<file path="config.mk">
export PLATFORM = sky130hd
export DESIGN_NAME = ftc_phy_ctrl
export DESIGN_NICKNAME = d
export VERILOG_FILES = /design/src/hdl/ftc_pkg.sv /design/src/hdl/ftc_persist.sv /design/src/hdl/ftc_phy_ctrl.sv
export SDC_FILE = /design/constraint.sdc
export NUM_CORES = 1
export LEC_CHECK = 0
export BUFFER_PORTS_ARGS = -buffer_cell sky130_fd_sc_hd__buf_2
export CORE_ASPECT_RATIO = 1.2
export CORE_MARGIN = 8
export CORE_UTILIZATION = 45
export DETAILED_ROUTE_END_ITERATION = 8
export SLEW_MARGIN = 20
export SYNTH_ARGS = -nofsm -noshare
export SYNTH_HDL_FRONTEND = slang
export SYNTH_SLANG_ARGS = --single-unit
export TNS_END_PERCENT = 10
</file>
<file path="constraint.sdc">
create_clock -name core_clk_in -period 4.8 [get_ports core_clk_in]
set_clock_uncertainty 0.05 [all_clocks]
set_input_delay 0.24 -clock core_clk_in [delete_from_list [all_inputs] [get_ports core_clk_in]]
set_output_delay 0.24 -clock core_clk_in [all_outputs]
set_load 0.03 [all_outputs]
</file>
<file path="src/hdl/ftc_pkg.sv">
// Package: constants for the fault-tolerant CAN physical control block.
package ftc_pkg;
  // ==========================================================================
  // Time base
  // ==========================================================================
  localparam int unsigned CLK_MHZ = 50;
  // ==========================================================================
  // Times in microseconds, as printed (tenths where needed)
  // ==========================================================================
  localparam int unsigned T_WAKE_US = 16;
  localparam int unsigned T_DF3_US = 30;
  localparam int unsigned T_DR3_US = 160;
  localparam int unsigned T_DF6_US = 200;
  localparam int unsigned T_DR6_US = 200;
  localparam int unsigned T_DF47_US = 1500;
  localparam int unsigned T_DR47_US = 30;
  localparam int unsigned T_DF8_US = 1700;
  localparam int unsigned T_DR8_US = 1500;
  localparam int unsigned T_DF47_BAT_US = 1200;
  localparam int unsigned T_DR47_BAT_US = 1920;
  localparam int unsigned T_DF3_BAT_US = 3840;
  localparam int unsigned T_DR3_BAT_US = 1920;
  localparam int unsigned T_DF8_BAT_US = 2300;
  localparam int unsigned T_DR8_BAT_US = 1200;
  localparam int unsigned T_TXD_US = 2000;
  localparam int unsigned T_TXE_US = 30;
  // ==========================================================================
  // Cycle counts
  // ==========================================================================
  localparam int unsigned C_WAKE = T_WAKE_US * CLK_MHZ;
  localparam int unsigned C_DF3 = T_DF3_US * CLK_MHZ;
  localparam int unsigned C_DR3 = T_DR3_US * CLK_MHZ;
  localparam int unsigned C_DF6 = T_DF6_US * CLK_MHZ;
  localparam int unsigned C_DR6 = T_DR6_US * CLK_MHZ;
  localparam int unsigned C_DF47 = T_DF47_US * CLK_MHZ;
  localparam int unsigned C_DR47 = T_DR47_US * CLK_MHZ;
  localparam int unsigned C_DF8 = T_DF8_US * CLK_MHZ;
  localparam int unsigned C_DR8 = T_DR8_US * CLK_MHZ;
  localparam int unsigned C_DF47_BAT = T_DF47_BAT_US * CLK_MHZ;
  localparam int unsigned C_DR47_BAT = T_DR47_BAT_US * CLK_MHZ;
  localparam int unsigned C_DF3_BAT = T_DF3_BAT_US * CLK_MHZ;
  localparam int unsigned C_DR3_BAT = T_DR3_BAT_US * CLK_MHZ;
  localparam int unsigned C_DF8_BAT = T_DF8_BAT_US * CLK_MHZ;
  localparam int unsigned C_DR8_BAT = T_DR8_BAT_US * CLK_MHZ;
  localparam int unsigned C_TXD = T_TXD_US * CLK_MHZ;
  localparam int unsigned C_TXE = T_TXE_US * CLK_MHZ;
  // ==========================================================================
  // Edge counting and widths
  // ==========================================================================
  localparam int unsigned EDGE_DIFF = 3;
  localparam int unsigned TMR_W = 18;
  localparam int unsigned FAIL_W = 4;
  // Failure index bits in the failure vector.
  localparam int unsigned F_3 = 0;
  localparam int unsigned F_6 = 1;
  localparam int unsigned F_47 = 2;
  localparam int unsigned F_8 = 3;
  // ==========================================================================
  // Interface mode
  // ==========================================================================
  typedef enum logic [2:0] {
    FTC_MODE_NORMAL = 3'b001,
    FTC_MODE_SLEEP = 3'b010,
    FTC_MODE_STANDBY = 3'b100
  } ftc_mode_e;
  localparam logic [1:0] MODE_CMD_NORMAL = 2'h0;
  localparam logic [1:0] MODE_CMD_SLEEP = 2'h1;
  localparam logic [1:0] MODE_CMD_STANDBY = 2'h2;
endpackage : ftc_pkg

</file>
<file path="src/hdl/ftc_persist.sv">
// Persistence timer: a flag set only by conditions that last, cleared by lasting ones or at once by hold.
`timescale 1ns/1ps
`default_nettype none
module ftc_persist #(
  parameter int unsigned W = 18
) (
  input wire logic core_clk_in,
  input wire logic resetn_in,
  input wire logic hold_in,
  input wire logic cond_in,
  input wire logic [W-1:0] set_cycles_in,
  input wire logic [W-1:0] clr_cycles_in,
  output logic flag_out
);
  logic [W-1:0] cnt_reg;
  logic flag_reg;
  // A one-bit counter cannot hold any useful persistence time.
  if (W < 2) begin : g_bad_w
    $error("ftc_persist: W too small");
  end
  // Counts while the condition disagrees with the flag; restarts otherwise.
  always_ff @(posedge core_clk_in) begin
    if (!resetn_in || hold_in) begin
      cnt_reg <= '0;
      flag_reg <= 1'b0;
    end else if (cond_in == flag_reg) begin
      cnt_reg <= '0;
    end else if (cnt_reg + W'(1) >= (flag_reg ? clr_cycles_in : set_cycles_in)) begin
      cnt_reg <= '0;
      flag_reg <= cond_in;
    end else begin
      cnt_reg <= cnt_reg + W'(1);
    end
  end
  assign flag_out = flag_reg;
endmodule : ftc_persist
`default_nettype wire

</file>
<file path="src/hdl/ftc_phy_ctrl.sv">
// Top: transmit/receive mapping, failure handling, dominant guard and wake-up.
`timescale 1ns/1ps
`default_nettype none
// How it works
// - Bus driven dominant while transmit input is low, recessive when high.
// - Receive output low for dominant bus, high for recessive bus.
// - Dominant on either line counts as wake-up after the wake time.
// - Failure 3 set after 30 us persistence, cleared 160 us after it goes.
// - Failure 6 detected after 200 us, recovered after 200 us.
// - Failures 4 and 7 detected after 1.5 ms, recovered after 30 us.
// - Failures 3a and 8 detected after 1.7 ms, recovered after 1.5 ms.
// - Battery termination: failures 4 and 7 detect 1.2 ms, recover 1.92 ms.
// - Battery termination: failure 3 detects 3.84 ms, recovers 1.92 ms.
// - Battery termination: failures 3a and 8 detect 2.3 ms, recover 1.2 ms.
// - Separate line edge counts; difference of 3 sets the edge failure bit.
// - A further difference of 3 in either direction ends edge failure handling.
// - Transmit held dominant about 2 ms disables the transmitter.
// - Transmitter re-enabled after transmit input recessive for 30 us.
// - Mode is chosen by a command from the controlling processor.
// - Transceiver is unavailable in standby mode.
module ftc_phy_ctrl
(
  input wire logic core_clk_in,
  input wire logic resetn_in,
  input wire logic txd_in,
  input wire logic canh_dom_in,
  input wire logic canl_dom_in,
  input wire logic [ftc_pkg::FAIL_W-1:0] fault_cond_in,
  input wire logic term_bat_in,
  input wire logic mode_wr_in,
  input wire logic [1:0] mode_cmd_in,
  output logic canh_drive_out,
  output logic canl_drive_out,
  output logic rxd_out,
  output logic wake_out,
  output logic [ftc_pkg::FAIL_W-1:0] fail_out,
  output logic edge_fail_out,
  output logic tx_disabled_out,
  output logic normal_out
);
  import ftc_pkg::*;
  // ==========================================================================
  // Elaboration checks
  // ==========================================================================
  // A count beyond the timer width would leave its timer unable to expire.
  if (FAIL_W != 4 || C_DF3_BAT >= 2 ** TMR_W || C_DR47_BAT >= 2 ** TMR_W
      || C_DF8_BAT >= 2 ** TMR_W || C_DF8 >= 2 ** TMR_W || C_TXD >= 2 ** TMR_W) begin : g_bad_cfg
    $error("ftc_phy_ctrl: timer width or failure count does not fit the logic");
  end
  // ==========================================================================
  // Mode
  // ==========================================================================
  ftc_mode_e mode_reg;
  always_ff @(posedge core_clk_in) begin
    if (!resetn_in) begin
      mode_reg <= FTC_MODE_SLEEP;
    end else if (mode_wr_in) begin
      case (mode_cmd_in)
        MODE_CMD_NORMAL: mode_reg <= FTC_MODE_NORMAL;
        MODE_CMD_SLEEP: mode_reg <= FTC_MODE_SLEEP;
        MODE_CMD_STANDBY: mode_reg <= FTC_MODE_STANDBY;
        // Code 3 has no meaning and leaves the mode as it is.
        default: mode_reg <= mode_reg;
      endcase
    end
  end
  logic is_normal;
  assign is_normal = (mode_reg == FTC_MODE_NORMAL);
  logic bus_dom;
  assign bus_dom = canh_dom_in | canl_dom_in;
  // ==========================================================================
  // Failure timers
  // ==========================================================================
  // Battery termination changes the timing of failures 3, 4/7 and 3a/8; failure 6 keeps one timing.
  logic [TMR_W-1:0] set_c [FAIL_W];
  logic [TMR_W-1:0] clr_c [FAIL_W];
  always_comb begin
    if (term_bat_in) begin
      set_c[F_3] = TMR_W'(C_DF3_BAT);
      clr_c[F_3] = TMR_W'(C_DR3_BAT);
      set_c[F_47] = TMR_W'(C_DF47_BAT);
      clr_c[F_47] = TMR_W'(C_DR47_BAT);
      set_c[F_8] = TMR_W'(C_DF8_BAT);
      clr_c[F_8] = TMR_W'(C_DR8_BAT);
    end else begin
      set_c[F_3] = TMR_W'(C_DF3);
      clr_c[F_3] = TMR_W'(C_DR3);
      set_c[F_47] = TMR_W'(C_DF47);
      clr_c[F_47] = TMR_W'(C_DR47);
      set_c[F_8] = TMR_W'(C_DF8);
      clr_c[F_8] = TMR_W'(C_DR8);
    end
    set_c[F_6] = TMR_W'(C_DF6);
    clr_c[F_6] = TMR_W'(C_DR6);
  end
  logic [FAIL_W-1:0] fail_w;
  genvar gi;
  generate
    for (gi = 0; gi < FAIL_W; gi++) begin : g_fail
      ftc_persist #(.W(TMR_W)) u_persist (
        .core_clk_in(core_clk_in),
        .resetn_in(resetn_in),
        .hold_in(!is_normal),
        .cond_in(fault_cond_in[gi]),
        .set_cycles_in(set_c[gi]),
        .clr_cycles_in(clr_c[gi]),
        .flag_out(fail_w[gi])
      );
    end
  endgenerate
  // ==========================================================================
  // Edge count difference for failures 1, 2, 5
  // ==========================================================================
  // Line samples reset to recessive, the idle level, so leaving reset makes no false edge.
  logic canh_d_reg;
  logic canl_d_reg;
  logic signed [3:0] diff_reg;
  logic edge_fail_reg;
  logic eh;
  logic el;
  assign eh = canh_dom_in ^ canh_d_reg;
  assign el = canl_dom_in ^ canl_d_reg;
  always_ff @(posedge core_clk_in) begin
    if (!resetn_in) begin
      canh_d_reg <= 1'b0;
      canl_d_reg <= 1'b0;
    end else begin
      canh_d_reg <= canh_dom_in;
      canl_d_reg <= canl_dom_in;
    end
  end
  // Difference restarts from zero at the threshold; reaching it flips the state.
  always_ff @(posedge core_clk_in) begin
    if (!resetn_in || !is_normal) begin
      diff_reg <= '0;
      edge_fail_reg <= 1'b0;
    end else if (eh != el) begin
      if (!edge_fail_reg && diff_reg + (eh ? 4'sd1 : -4'sd1) == 4'sd3) begin
        edge_fail_reg <= 1'b1;
        diff_reg <= '0;
      end else if (!edge_fail_reg && diff_reg + (eh ? 4'sd1 : -4'sd1) == -4'sd3) begin
        edge_fail_reg <= 1'b1;
        diff_reg <= '0;
      end else if (edge_fail_reg && (diff_reg + (eh ? 4'sd1 : -4'sd1) == 4'sd3
                   || diff_reg + (eh ? 4'sd1 : -4'sd1) == -4'sd3)) begin
        edge_fail_reg <= 1'b0;
        diff_reg <= '0;
      end else begin
        diff_reg <= diff_reg + (eh ? 4'sd1 : -4'sd1);
      end
    end else if (eh && el) begin
      diff_reg <= diff_reg;
    end
  end
  // ==========================================================================
  // Transmit permanent-dominant guard
  // ==========================================================================
  logic [TMR_W-1:0] txd_cnt_reg;
  logic tx_dis_reg;
  // Counts while transmit sits at the level that moves the guard: low while enabled,
  // high while disabled; the other level restarts the count.
  always_ff @(posedge core_clk_in) begin
    if (!resetn_in) begin
      txd_cnt_reg <= '0;
      tx_dis_reg <= 1'b0;
    end else if (txd_in != tx_dis_reg) begin
      txd_cnt_reg <= '0;
    end else if (!tx_dis_reg && txd_cnt_reg + TMR_W'(1) >= TMR_W'(C_TXD)) begin
      tx_dis_reg <= 1'b1;
      txd_cnt_reg <= '0;
    end else if (tx_dis_reg && txd_cnt_reg + TMR_W'(1) >= TMR_W'(C_TXE)) begin
      tx_dis_reg <= 1'b0;
      txd_cnt_reg <= '0;
    end else begin
      txd_cnt_reg <= txd_cnt_reg + TMR_W'(1);
    end
  end
  // ==========================================================================
  // Wake-up filter
  // ==========================================================================
  logic [TMR_W-1:0] wake_cnt_reg;
  logic wake_reg;
  // The count holds once the wake time is reached, so the flag stays while the bus stays dominant.
  always_ff @(posedge core_clk_in) begin
    if (!resetn_in || !bus_dom) begin
      wake_cnt_reg <= '0;
      wake_reg <= 1'b0;
    end else if (wake_cnt_reg + TMR_W'(1) >= TMR_W'(C_WAKE)) begin
      wake_reg <= 1'b1;
    end else begin
      wake_cnt_reg <= wake_cnt_reg + TMR_W'(1);
    end
  end
  // ==========================================================================
  // Driver and receiver
  // ==========================================================================
  // CANH stops driving while failure 4/7 is flagged, CANL while failure 3a/8 is, so the other line carries traffic alone.
  logic drv_en;
  assign drv_en = is_normal && !tx_dis_reg;
  always_ff @(posedge core_clk_in) begin
    if (!resetn_in) begin
      canh_drive_out <= 1'b0;
      canl_drive_out <= 1'b0;
      rxd_out <= 1'b1;
      wake_out <= 1'b0;
      fail_out <= '0;
      edge_fail_out <= 1'b0;
      tx_disabled_out <= 1'b0;
      normal_out <= 1'b0;
    end else begin
      canh_drive_out <= drv_en && !txd_in && !fail_w[F_47];
      canl_drive_out <= drv_en && !txd_in && !fail_w[F_8];
      rxd_out <= is_normal ? !bus_dom : 1'b1;
      wake_out <= wake_reg && !is_normal;
      fail_out <= fail_w;
      edge_fail_out <= edge_fail_reg;
      tx_disabled_out <= tx_dis_reg;
      normal_out <= is_normal;
    end
  end
endmodule : ftc_phy_ctrl
`default_nettype wire

</file>
Yosys cells after proc, flatten, opt, wreduce, memory -nomap -nowiden
Index checks and enable logic that the tools add are counted.
{ "classes": {"addsub": 7, "magnitude_cmp": 7, "eq_ne": 11, "muxes": 17, "bitwise": 9, "n_reduce_logical": 38} }
{ "ops": {"columns": ["cell", "count"], "rows": [
  ["18-bit by 1-bit adder with 18-bit output, second input constant", 6],
  ["35-bit 2-to-1 mux", 2],
  ["18-bit >= comparator", 3],
  ["18-bit 2-to-1 mux", 3],
  ["17-bit 2-to-1 mux", 2],
  ["18-bit by 10-bit >= comparator with 1-bit output, second input constant", 1],
  ["18-bit by 11-bit >= comparator with 1-bit output, second input constant", 1],
  ["18-bit by 14-bit >= comparator with 1-bit output, second input constant", 1],
  ["18-bit by 17-bit >= comparator with 1-bit output, second input constant", 1],
  ["4-bit 2-to-1 mux", 4],
  ["2-bit AND reduction", 8],
  ["3-bit OR reduction", 4],
  ["1-bit logical AND", 10],
  ["3-bit one-hot mux with 3 select lines", 1],
  ["4-bit by 3-bit equality test with 1-bit output, second input constant", 2],
  ["1-bit zero test", 8],
  ["1-bit inverter", 6],
  ["3-bit nonzero test", 2],
  ["1-bit 2-to-1 mux", 5],
  ["4-bit adder", 1],
  ["1-bit equality test", 4],
  ["4-bit OR reduction", 1],
  ["3-bit by 1-bit equality test with 1-bit output, second input constant", 1],
  ["1-bit logical OR", 3],
  ["7 further kinds", 9]
]} }
{ "totals": {"reg_bits": 135} }

Longest topological paths before layout
Gate-level depths: netlist (run 1).
{ "logic_depth": {"word_depth": 9, "mapped_depth": 15, "ltp_nobuf": 13} }

Cells and area by module
From an unflattened synthesis (run 1), not the netlist that was laid out.
{ "unflattened": {"cells_unflattened": 979, "hier_area_um2": 9115.0} }
{ "by_module_without_submodules": {"columns": ["mod", "instances", "cells_each", "area_each_um2"], "rows": [
  ["ftc_persist", 4, 154, 1485.2],
  ["ftc_phy_ctrl", 1, 363, 3174.3]
]} }

Worst setup path after synthesis (run 1)
No wires, ideal clock.
{ "synth_path": {"path_kind": "register -> register", "from": "register g_fail[2].u_persist.cnt_reg[2]", "to": "register g_fail[2].u_persist.cnt_reg[10]", "setup_ns": 0.066, "t_arrival_ns": 3.236, "slack_ns": 1.448, "path_stages_with_launch": 15, "path_buffers": 2, "period_less_slack_ns": 3.352, "cell_sequence": "dfxtp_1 > and4_1 > nand4_1 > or2_2 > nor2_1 > xor2_1 > ha_1 > a211oi_1 > nand2_1 > nand4bb_1 > a211o_1 > or3_1 > clkbuf_1 > clkbuf_1 > nor2b_1"} }
{ "synth_between": {"elab_chain_cells": 3} }
{ "synth_lines": {"columns": ["element", "line_no", "source"], "rows": [
  ["start, declared", "ftc_persist.sv:15", "logic [W-1:0] cnt_reg;"],
  ["start signal, assigned", "ftc_persist.sv:32", "cnt_reg <= cnt_reg + W'(1);"],
  ["18-bit by 1-bit adder with 18-bit output (*)", "ftc_persist.sv:28, ftc_persist.sv:32", null],
  ["18-bit >= comparator", "ftc_persist.sv:28", "end else if (cnt_reg + W'(1) >= (flag_reg ? clr_cycles_in : set_cycles_in)) begin"],
  ["3-bit OR reduction (no line)", null, null]
]} }
Every way passes the cells marked *; elsewhere a longest branch is shown, timed or not.
A chain may end at the register's enable or synchronous reset.

Worst setup path after layout (run 1)
{ "layout_path": {"from": "register g_fail[2].u_persist.cnt_reg[2]", "to": "register g_fail[2].u_persist.cnt_reg[11]"} }
Same word-level chain as after synthesis.

==> results_dict.tcl, run 1 <==
set metrics [dict create \
    final_cells 1101 \
    cts_root_buf "clkbuf_16" \
    clock_path_buffers 2 \
    die_y_um 159 \
    cts.sinks 135 \
    grt_pass1_vias 5591 \
    diodes 0 \
    worstPathMaxFanout 17 \
    pwr_density_cell_mw_per_mm2 315 \
    drtIter0Drc 260 \
    crit_chain "and4_1 > nand4_1 > or2_2 > nor2_1 > xor2_1 > ha_1 > a211oi_1 > nand2_1 > nand4bb_1 > a211o_1 > or3_1 > nor2b_1" \
    arrival_ns 3.97 \
    critical-path-max-stage-delay_ns 0.62 \
    slowest_stage "or3_1" \
    rows 52 \
    path_clk_slew_ns 0.06 \
    dr_total_vias 5865 \
    ys_ff_latch 135 \
    max_cap_viol_count 0 \
    max_freq_mhz 272 \
    synthToLayoutAreaGrowth_pct 12.2 \
    clk_latency_ns 0.42 \
    ys_seq_area_share_pct 35.5 \
    fin_area_sq_mm 0.00855 \
    critical-path-top-delay-family "simple AND/OR/NAND/NOR gates" \
    drive_gt1_share_pct 8.70 \
    io_buffers 23 \
    dp.cells 1068 \
    htree_num_levels 4 \
    finalCritPeriodShare_pct 76.7 \
    die_w_um 135 \
    critPathCaptureType "flop" \
    post-place-ws_ns 1.16 \
    route.detailed.drc 0 \
    core_sq_mm 0.0167 \
    cts_resized 0 \
    grt_pass1_wl_um 26100 \
    setup_ws_ns 1.12 \
    period_needed_ns 3.68 \
    hold_viol 0 \
    hold_start "fault_cond_in[2]" \
    largest_reg_flops 72 \
    leakage_nw 3.34 \
    drv_slew 0 \
    layout_common_cells "dfxtp_1 (135), ha_1 (71), nor2_1 (68), nand2_1 (55), xnor2_1 (53)" \
    grt-ovfl-total 0 \
    max_slew_margin_pct 33.8 \
    finalSetupTns_ns 0 \
    required_ns 5.09 \
    layout.nets 957 \
    dpl-instance-area_sq_mm 0.00788 \
    setup_viol 0 \
    drt_pre_antenna_iters 4 \
    antenna_found_initial 0 \
    async_flop_share_pct 0 \
    hp-class "in -> reg" \
    cp_num_buf_inv 0 \
    ir_drop_mv 0.224 \
    routed_wl_um 15200 \
    pin_count 24 \
    syn_avg_cell_area_sq_um 8.94 \
    gp_congestion 0.804 \
    tightest_slew_ns 0.994 \
    start_util_pct 45.6 \
    critPathKind "reg -> reg" \
    via_per_inst 5.33 \
    dieArea_sq_mm 0.0214 \
    syn_inst 852 \
    hold_ws_ns 0.0354 \
    cts_buffers 17 \
    crit_start "g_fail[2].u_persist.cnt_reg[2]$_SDFF_PP0_" \
    yosys_most_used_dff "dfxtp_1" \
    wl_per_cell_um 13.8 \
    final_common_cell "dfxtp_1" \
    synth_edf_count 0 \
    cts_tree "built" \
    start_kind "flop" \
    rsz0062_at_grt "false" \
    ys_warn_count 0 \
    hpwl_um 11100 \
    synth_cell_types 67 \
    grt_util_all_layers_pct 15.2 \
    r2r-start "g_fail[2].u_persist.cnt_reg[2]$_SDFF_PP0_" \
    syn_area_sq_mm 0.00762 \
    grt_max_degree 27 \
    outcome "finished, final reports clean" \
    ant_nets 0 \
]
## layout make-up
type                       count  area [sq um]
clock buffer                  21           460
clock inverter                11           196
fill                        1569          8180
inverter                      31           116
multi-input combinational    663          4670
sequential                   135          2700
tap                          216           270
timing repair buffer          24           125
## synthesized netlist by cell type, types with 3 or more instances
cell type  number  share of area [%]
nor4_1          7               0.57
nor2_2          3               0.25
a211oi_1        8               0.79
inv_1          30                1.5
nand3_1        38                2.5
nor2_1         68                3.3
o2111ai_1       5               0.57
xor2_1         37                4.3
o21a_1         10               0.99
a31oi_1         5               0.41
xnor2_1        53                6.1
nor2b_1        50                4.1
and3_1         29                2.4
a21oi_1        25                1.6
dfxtp_1       135                 35
and2_1         17                1.4
or3_1          11               0.90
buf_2           7               0.46
nand2b_1        3               0.25
o21ai_0        21                1.4
or4_1           6               0.59
or2_2           3               0.25
a21o_1          3               0.30
ha_1           71                 12
o211ai_1        4               0.39
clkbuf_1       19               0.94
o211a_1         3               0.39
o31ai_1         6               0.59
nor3_1         13               0.85
nand2_1        55                2.7
nand4_1        36                3.0
mux2i_1         7               0.92
and4_1         13                1.5
nor2_4          7                1.0
## kinds of logic (layout without fill, tap and decap cells)
kind of cell | Yosys count | in the layout | share of synthesized area (%)
AND/OR/NAND/NOR | 373 | 373 | 27.6
XOR/XNOR | 90 | 90 | 10.3
multiplexers | 9 | 9 | 1.22
buffers and inverters | 60 | 87 | 3.48
other | 1 | 7 | 0.0492
adder cells (fa/ha/maj) | 72 | 72 | 11.9
flip-flops | 135 | 135 | 35.5
AO/OA/AOI/OAI | 112 | 112 | 9.95
## metal layers
layer,track usage (%),share of wire [%],wire [um],vias to the layer above
met3,4.01,3.2,487,10
met1,18.4,49,7460,2729
met4,5.89,1.1,167,0
li1,-,-,-,3060
met5,0,0,0,-
met2,25.1,47,7130,66
## metrics by stage
stage               power (mW)  util [%]
floorplan                 1.24         -
finish                    2.69      51.1
global placement          1.27      47.1
CTS                       2.73      51.1
detailed placement        1.27      47.1
global route              2.80      51.1
## repair_timing
item | 4_1_cts | 5_1_grt
hold buffers | 1 | 0
hold endpoints to repair | 1 | 0
setup buffers | 0 | 0
## worst register-to-register path, cell delays in order (launching register included)
cell,delay (ns)
dfxtp_1,0.40
and4_1,0.26
nand4_1,0.19
or2_2,0.36
nor2_1,0.12
xor2_1,0.21
ha_1,0.29
a211oi_1,0.32
nand2_1,0.07
nand4bb_1,0.20
a211o_1,0.31
or3_1,0.62
nor2b_1,0.21
## power by group
| group | internal [mW] | switching, mW | total (mW) | leakage [nW] |
|---|---|---|---|---|
| logic | 0.0437 | 0.0626 | 0.106 | 1.93 |
| clock network | 0.951 | 0.496 | 1.45 | 0.313 |
| registers | 1.13 | 0.00899 | 1.14 | 1.09 |
| total | 2.13 | 0.568 | 2.69 | 3.34 |
## path summary, 6_finish.rpt
kind	end	slack [ns]	depth (start not counted)
worst max-delay path	g_fail[2].u_persist.cnt_reg[11]$_SDFF_PP0_	1.12	12
worst min register to register	wake_out$_SDFF_PN0_	0.38	2
worst max register to register	g_fail[2].u_persist.cnt_reg[11]$_SDFF_PP0_	1.12	12
worst min-delay path	g_fail[2].u_persist.flag_out$_SDFFE_PN0P_	0.04	3
Note: power is estimated with default switching activity, not from simulation.
==> inputs of run 2 (changes only) <==
==> constraint.sdc (replaced) <==
create_clock -name core_clk_in -period 3.6 [get_ports core_clk_in]
set_clock_uncertainty 0.05 [all_clocks]
set_input_delay 0.18 -clock core_clk_in [delete_from_list [all_inputs] [get_ports core_clk_in]]
set_output_delay 0.18 -clock core_clk_in [all_outputs]
set_load 0.03 [all_outputs]
==> run 2 against run 1 <==
Final area grew 0.82%. Via count grew 0.20%. Register-to-register slack worse by 0.88 ns. Global-route usage is 0.092 points higher. Clock power up 21%. Critical path type unchanged. Sequential share of layout area down 0.24 points.
==> results_dict.tcl, run 2 (synthesis results as in run 1) <==
set metrics [dict create \
    htree_num_levels 4 \
    power_mw 3.42 \
    hold_viol 0 \
    clk_latency_ns 0.42 \
    finalCritPeriodShare_pct 93.5 \
    tightest_slew_ns 0.814 \
    drtIter0Drc 260 \
    ant_nets 0 \
    layout_common_cells "dfxtp_1 (134), ha_1 (71), nor2_1 (68), nand2_1 (55), xnor2_1 (53)" \
    finalCoreUtilization_pct 51.5 \
    worstHoldEndpoint "canl_d_reg$_SDFF_PN0_" \
    grt_max_degree 21 \
    core_sq_mm 0.0167 \
    cts.sinks 135 \
    dr_total_vias 5877 \
    routed_wl_um 15100 \
    io_buffers 23 \
    ir_drop_mv 0.303 \
    via_per_inst 5.27 \
    whs_path_depth 2 \
    pin_count 24 \
    largest_reg_flops 72 \
    layout.nets 971 \
    max_cap_viol_count 0 \
    arrival_ns 3.67 \
    die_y_um 159 \
    worstReg2RegEnd "g_fail[2].u_persist.cnt_reg[9]$_SDFF_PP0_" \
    grt_pass1_wl_um 26500 \
    pwr_density_cell_mw_per_mm2 397 \
    fin_area_sq_mm 0.00862 \
    cts_root_buf "clkbuf_16" \
    hpwl_um 11100 \
    synthToLayoutAreaGrowth_pct 13.1 \
    grt_util_all_layers_pct 15.3 \
    cts_setup_buffers 0 \
    wl_per_cell_um 13.6 \
    drt_pre_antenna_iters 6 \
    antenna_found_initial 0 \
    r2r_slack_ns 0.23 \
    final_cells 1115 \
    grt-ovfl-total 0 \
    hold_start "canl_dom_in" \
    grt_pass1_vias 5616 \
    hp-class "in -> reg" \
    cts_tree "built" \
    dp.cells 1078 \
    max_slew_margin_pct 45.5 \
    leakage_nw 3.39 \
    final_common_cell "dfxtp_1" \
    route.detailed.drc 0 \
    gp_congestion 0.831 \
    outcome "finished, final reports clean" \
    rsz0062_at_grt "false" \
    clock_path_buffers 2 \
    finalSetupTns_ns 0 \
    reg2regPathDepth 13 \
    dpl-instance-area_sq_mm 0.00795 \
    critPathCaptureType "flop" \
    post-place-ws_ns 0.163 \
    start_util_pct 45.6 \
    critPathKind "reg -> reg" \
    drv_slew 0 \
    hold_ws_ns 0.0307 \
    start_kind "flop" \
    rows 52 \
    required_ns 3.90 \
    r2r-start "g_fail[2].u_persist.cnt_reg[3]$_SDFF_PP0_" \
    dieArea_sq_mm 0.0214 \
    worstPathMaxFanout 17 \
    max_freq_mhz 297 \
    setup_ws_ns 0.234 \
    cts_buffers 17 \
    setup_viol 0 \
    die_w_um 135 \
    period_needed_ns 3.37 \
    drive_gt1_share_pct 9.91 \
    path_clk_slew_ns 0.06 \
]
[run 2: cell types whose count changed in the layout (fill, tap and decap cells not counted), sizes merged]
| cell | change |
|---|---|
| diode | +1 |
| bufinv | -3 |
| clkbuf | +3 |
| dlygate4sd3 | +4 |
| clkinvlp | -1 |
| buf | +10 |
[run 2: final cells by class]
cell class / count / area, sq um
diodes: 1 / 2.50
inverters: 31 / 116
multi-input cells: 663 / 4680
fillers: 1552 / 8110
clock inverters: 7 / 91.3
repair buffers: 38 / 240
well taps: 216 / 270
flip-flops and latches: 135 / 2700
clock buffers: 24 / 512
[run 2: critical path: stages (launching register included)]
cell and delay [ns]:
dfxtp_1 0.39, and4_1 0.24, nand4_1 0.16, or2_2 0.36
nor2_1 0.12, xor2_1 0.20, ha_1 0.29, a211oi_2 0.26
nand2_1 0.07, nand4bb_1 0.18, a211o_1 0.30, or3_1 0.34
buf_4 0.20, nor2b_1 0.12
[run 2: repair_timing]
action | CTS | global route
endpoints found under the setup margin | 0 | 17
hold endpoints to repair | 5 | 0
hold buffers | 5 | 0
gates resized for setup | 0 | 2
[run 2: worst max path at each step]
stage | startpoint | end | slack [ns]
2_1_floorplan | g_fail[2].u_persist.cnt_reg[2]$_SDFF_PP0_ | g_fail[2].u_persist.cnt_reg[10]$_SDFF_PP0_ | 0.25
6_report | g_fail[2].u_persist.cnt_reg[3]$_SDFF_PP0_ | g_fail[2].u_persist.cnt_reg[9]$_SDFF_PP0_ | 0.23
5_1_grt | g_fail[2].u_persist.cnt_reg[3]$_SDFF_PP0_ | g_fail[2].u_persist.cnt_reg[4]$_SDFF_PP0_ | 0.001
3_3_place_gp | g_fail[2].u_persist.cnt_reg[2]$_SDFF_PP0_ | g_fail[2].u_persist.cnt_reg[15]$_SDFF_PP0_ | 0.26
3_5_place_dp | g_fail[2].u_persist.cnt_reg[2]$_SDFF_PP0_ | g_fail[2].u_persist.cnt_reg[16]$_SDFF_PP0_ | 0.16
4_1_cts | g_fail[2].u_persist.cnt_reg[2]$_SDFF_PP0_ | g_fail[2].u_persist.cnt_reg[4]$_SDFF_PP0_ | 0.15
[run 2: report_power, final]
group	total, mW	internal [mW]	switching (mW)
Combinational	0.148	0.0635	0.0846
Clock	1.75	1.12	0.631
Sequential	1.52	1.51	0.0115
[run 2: layer usage]
layer	up-vias	GRT usage [%]	part of all wire, %
li1	3083	-	-
met1	2725	18.3	47
met2	50	26.1	48
met3	19	3.19	2.6
met4	0	6.11	1.7
met5	-	0	0
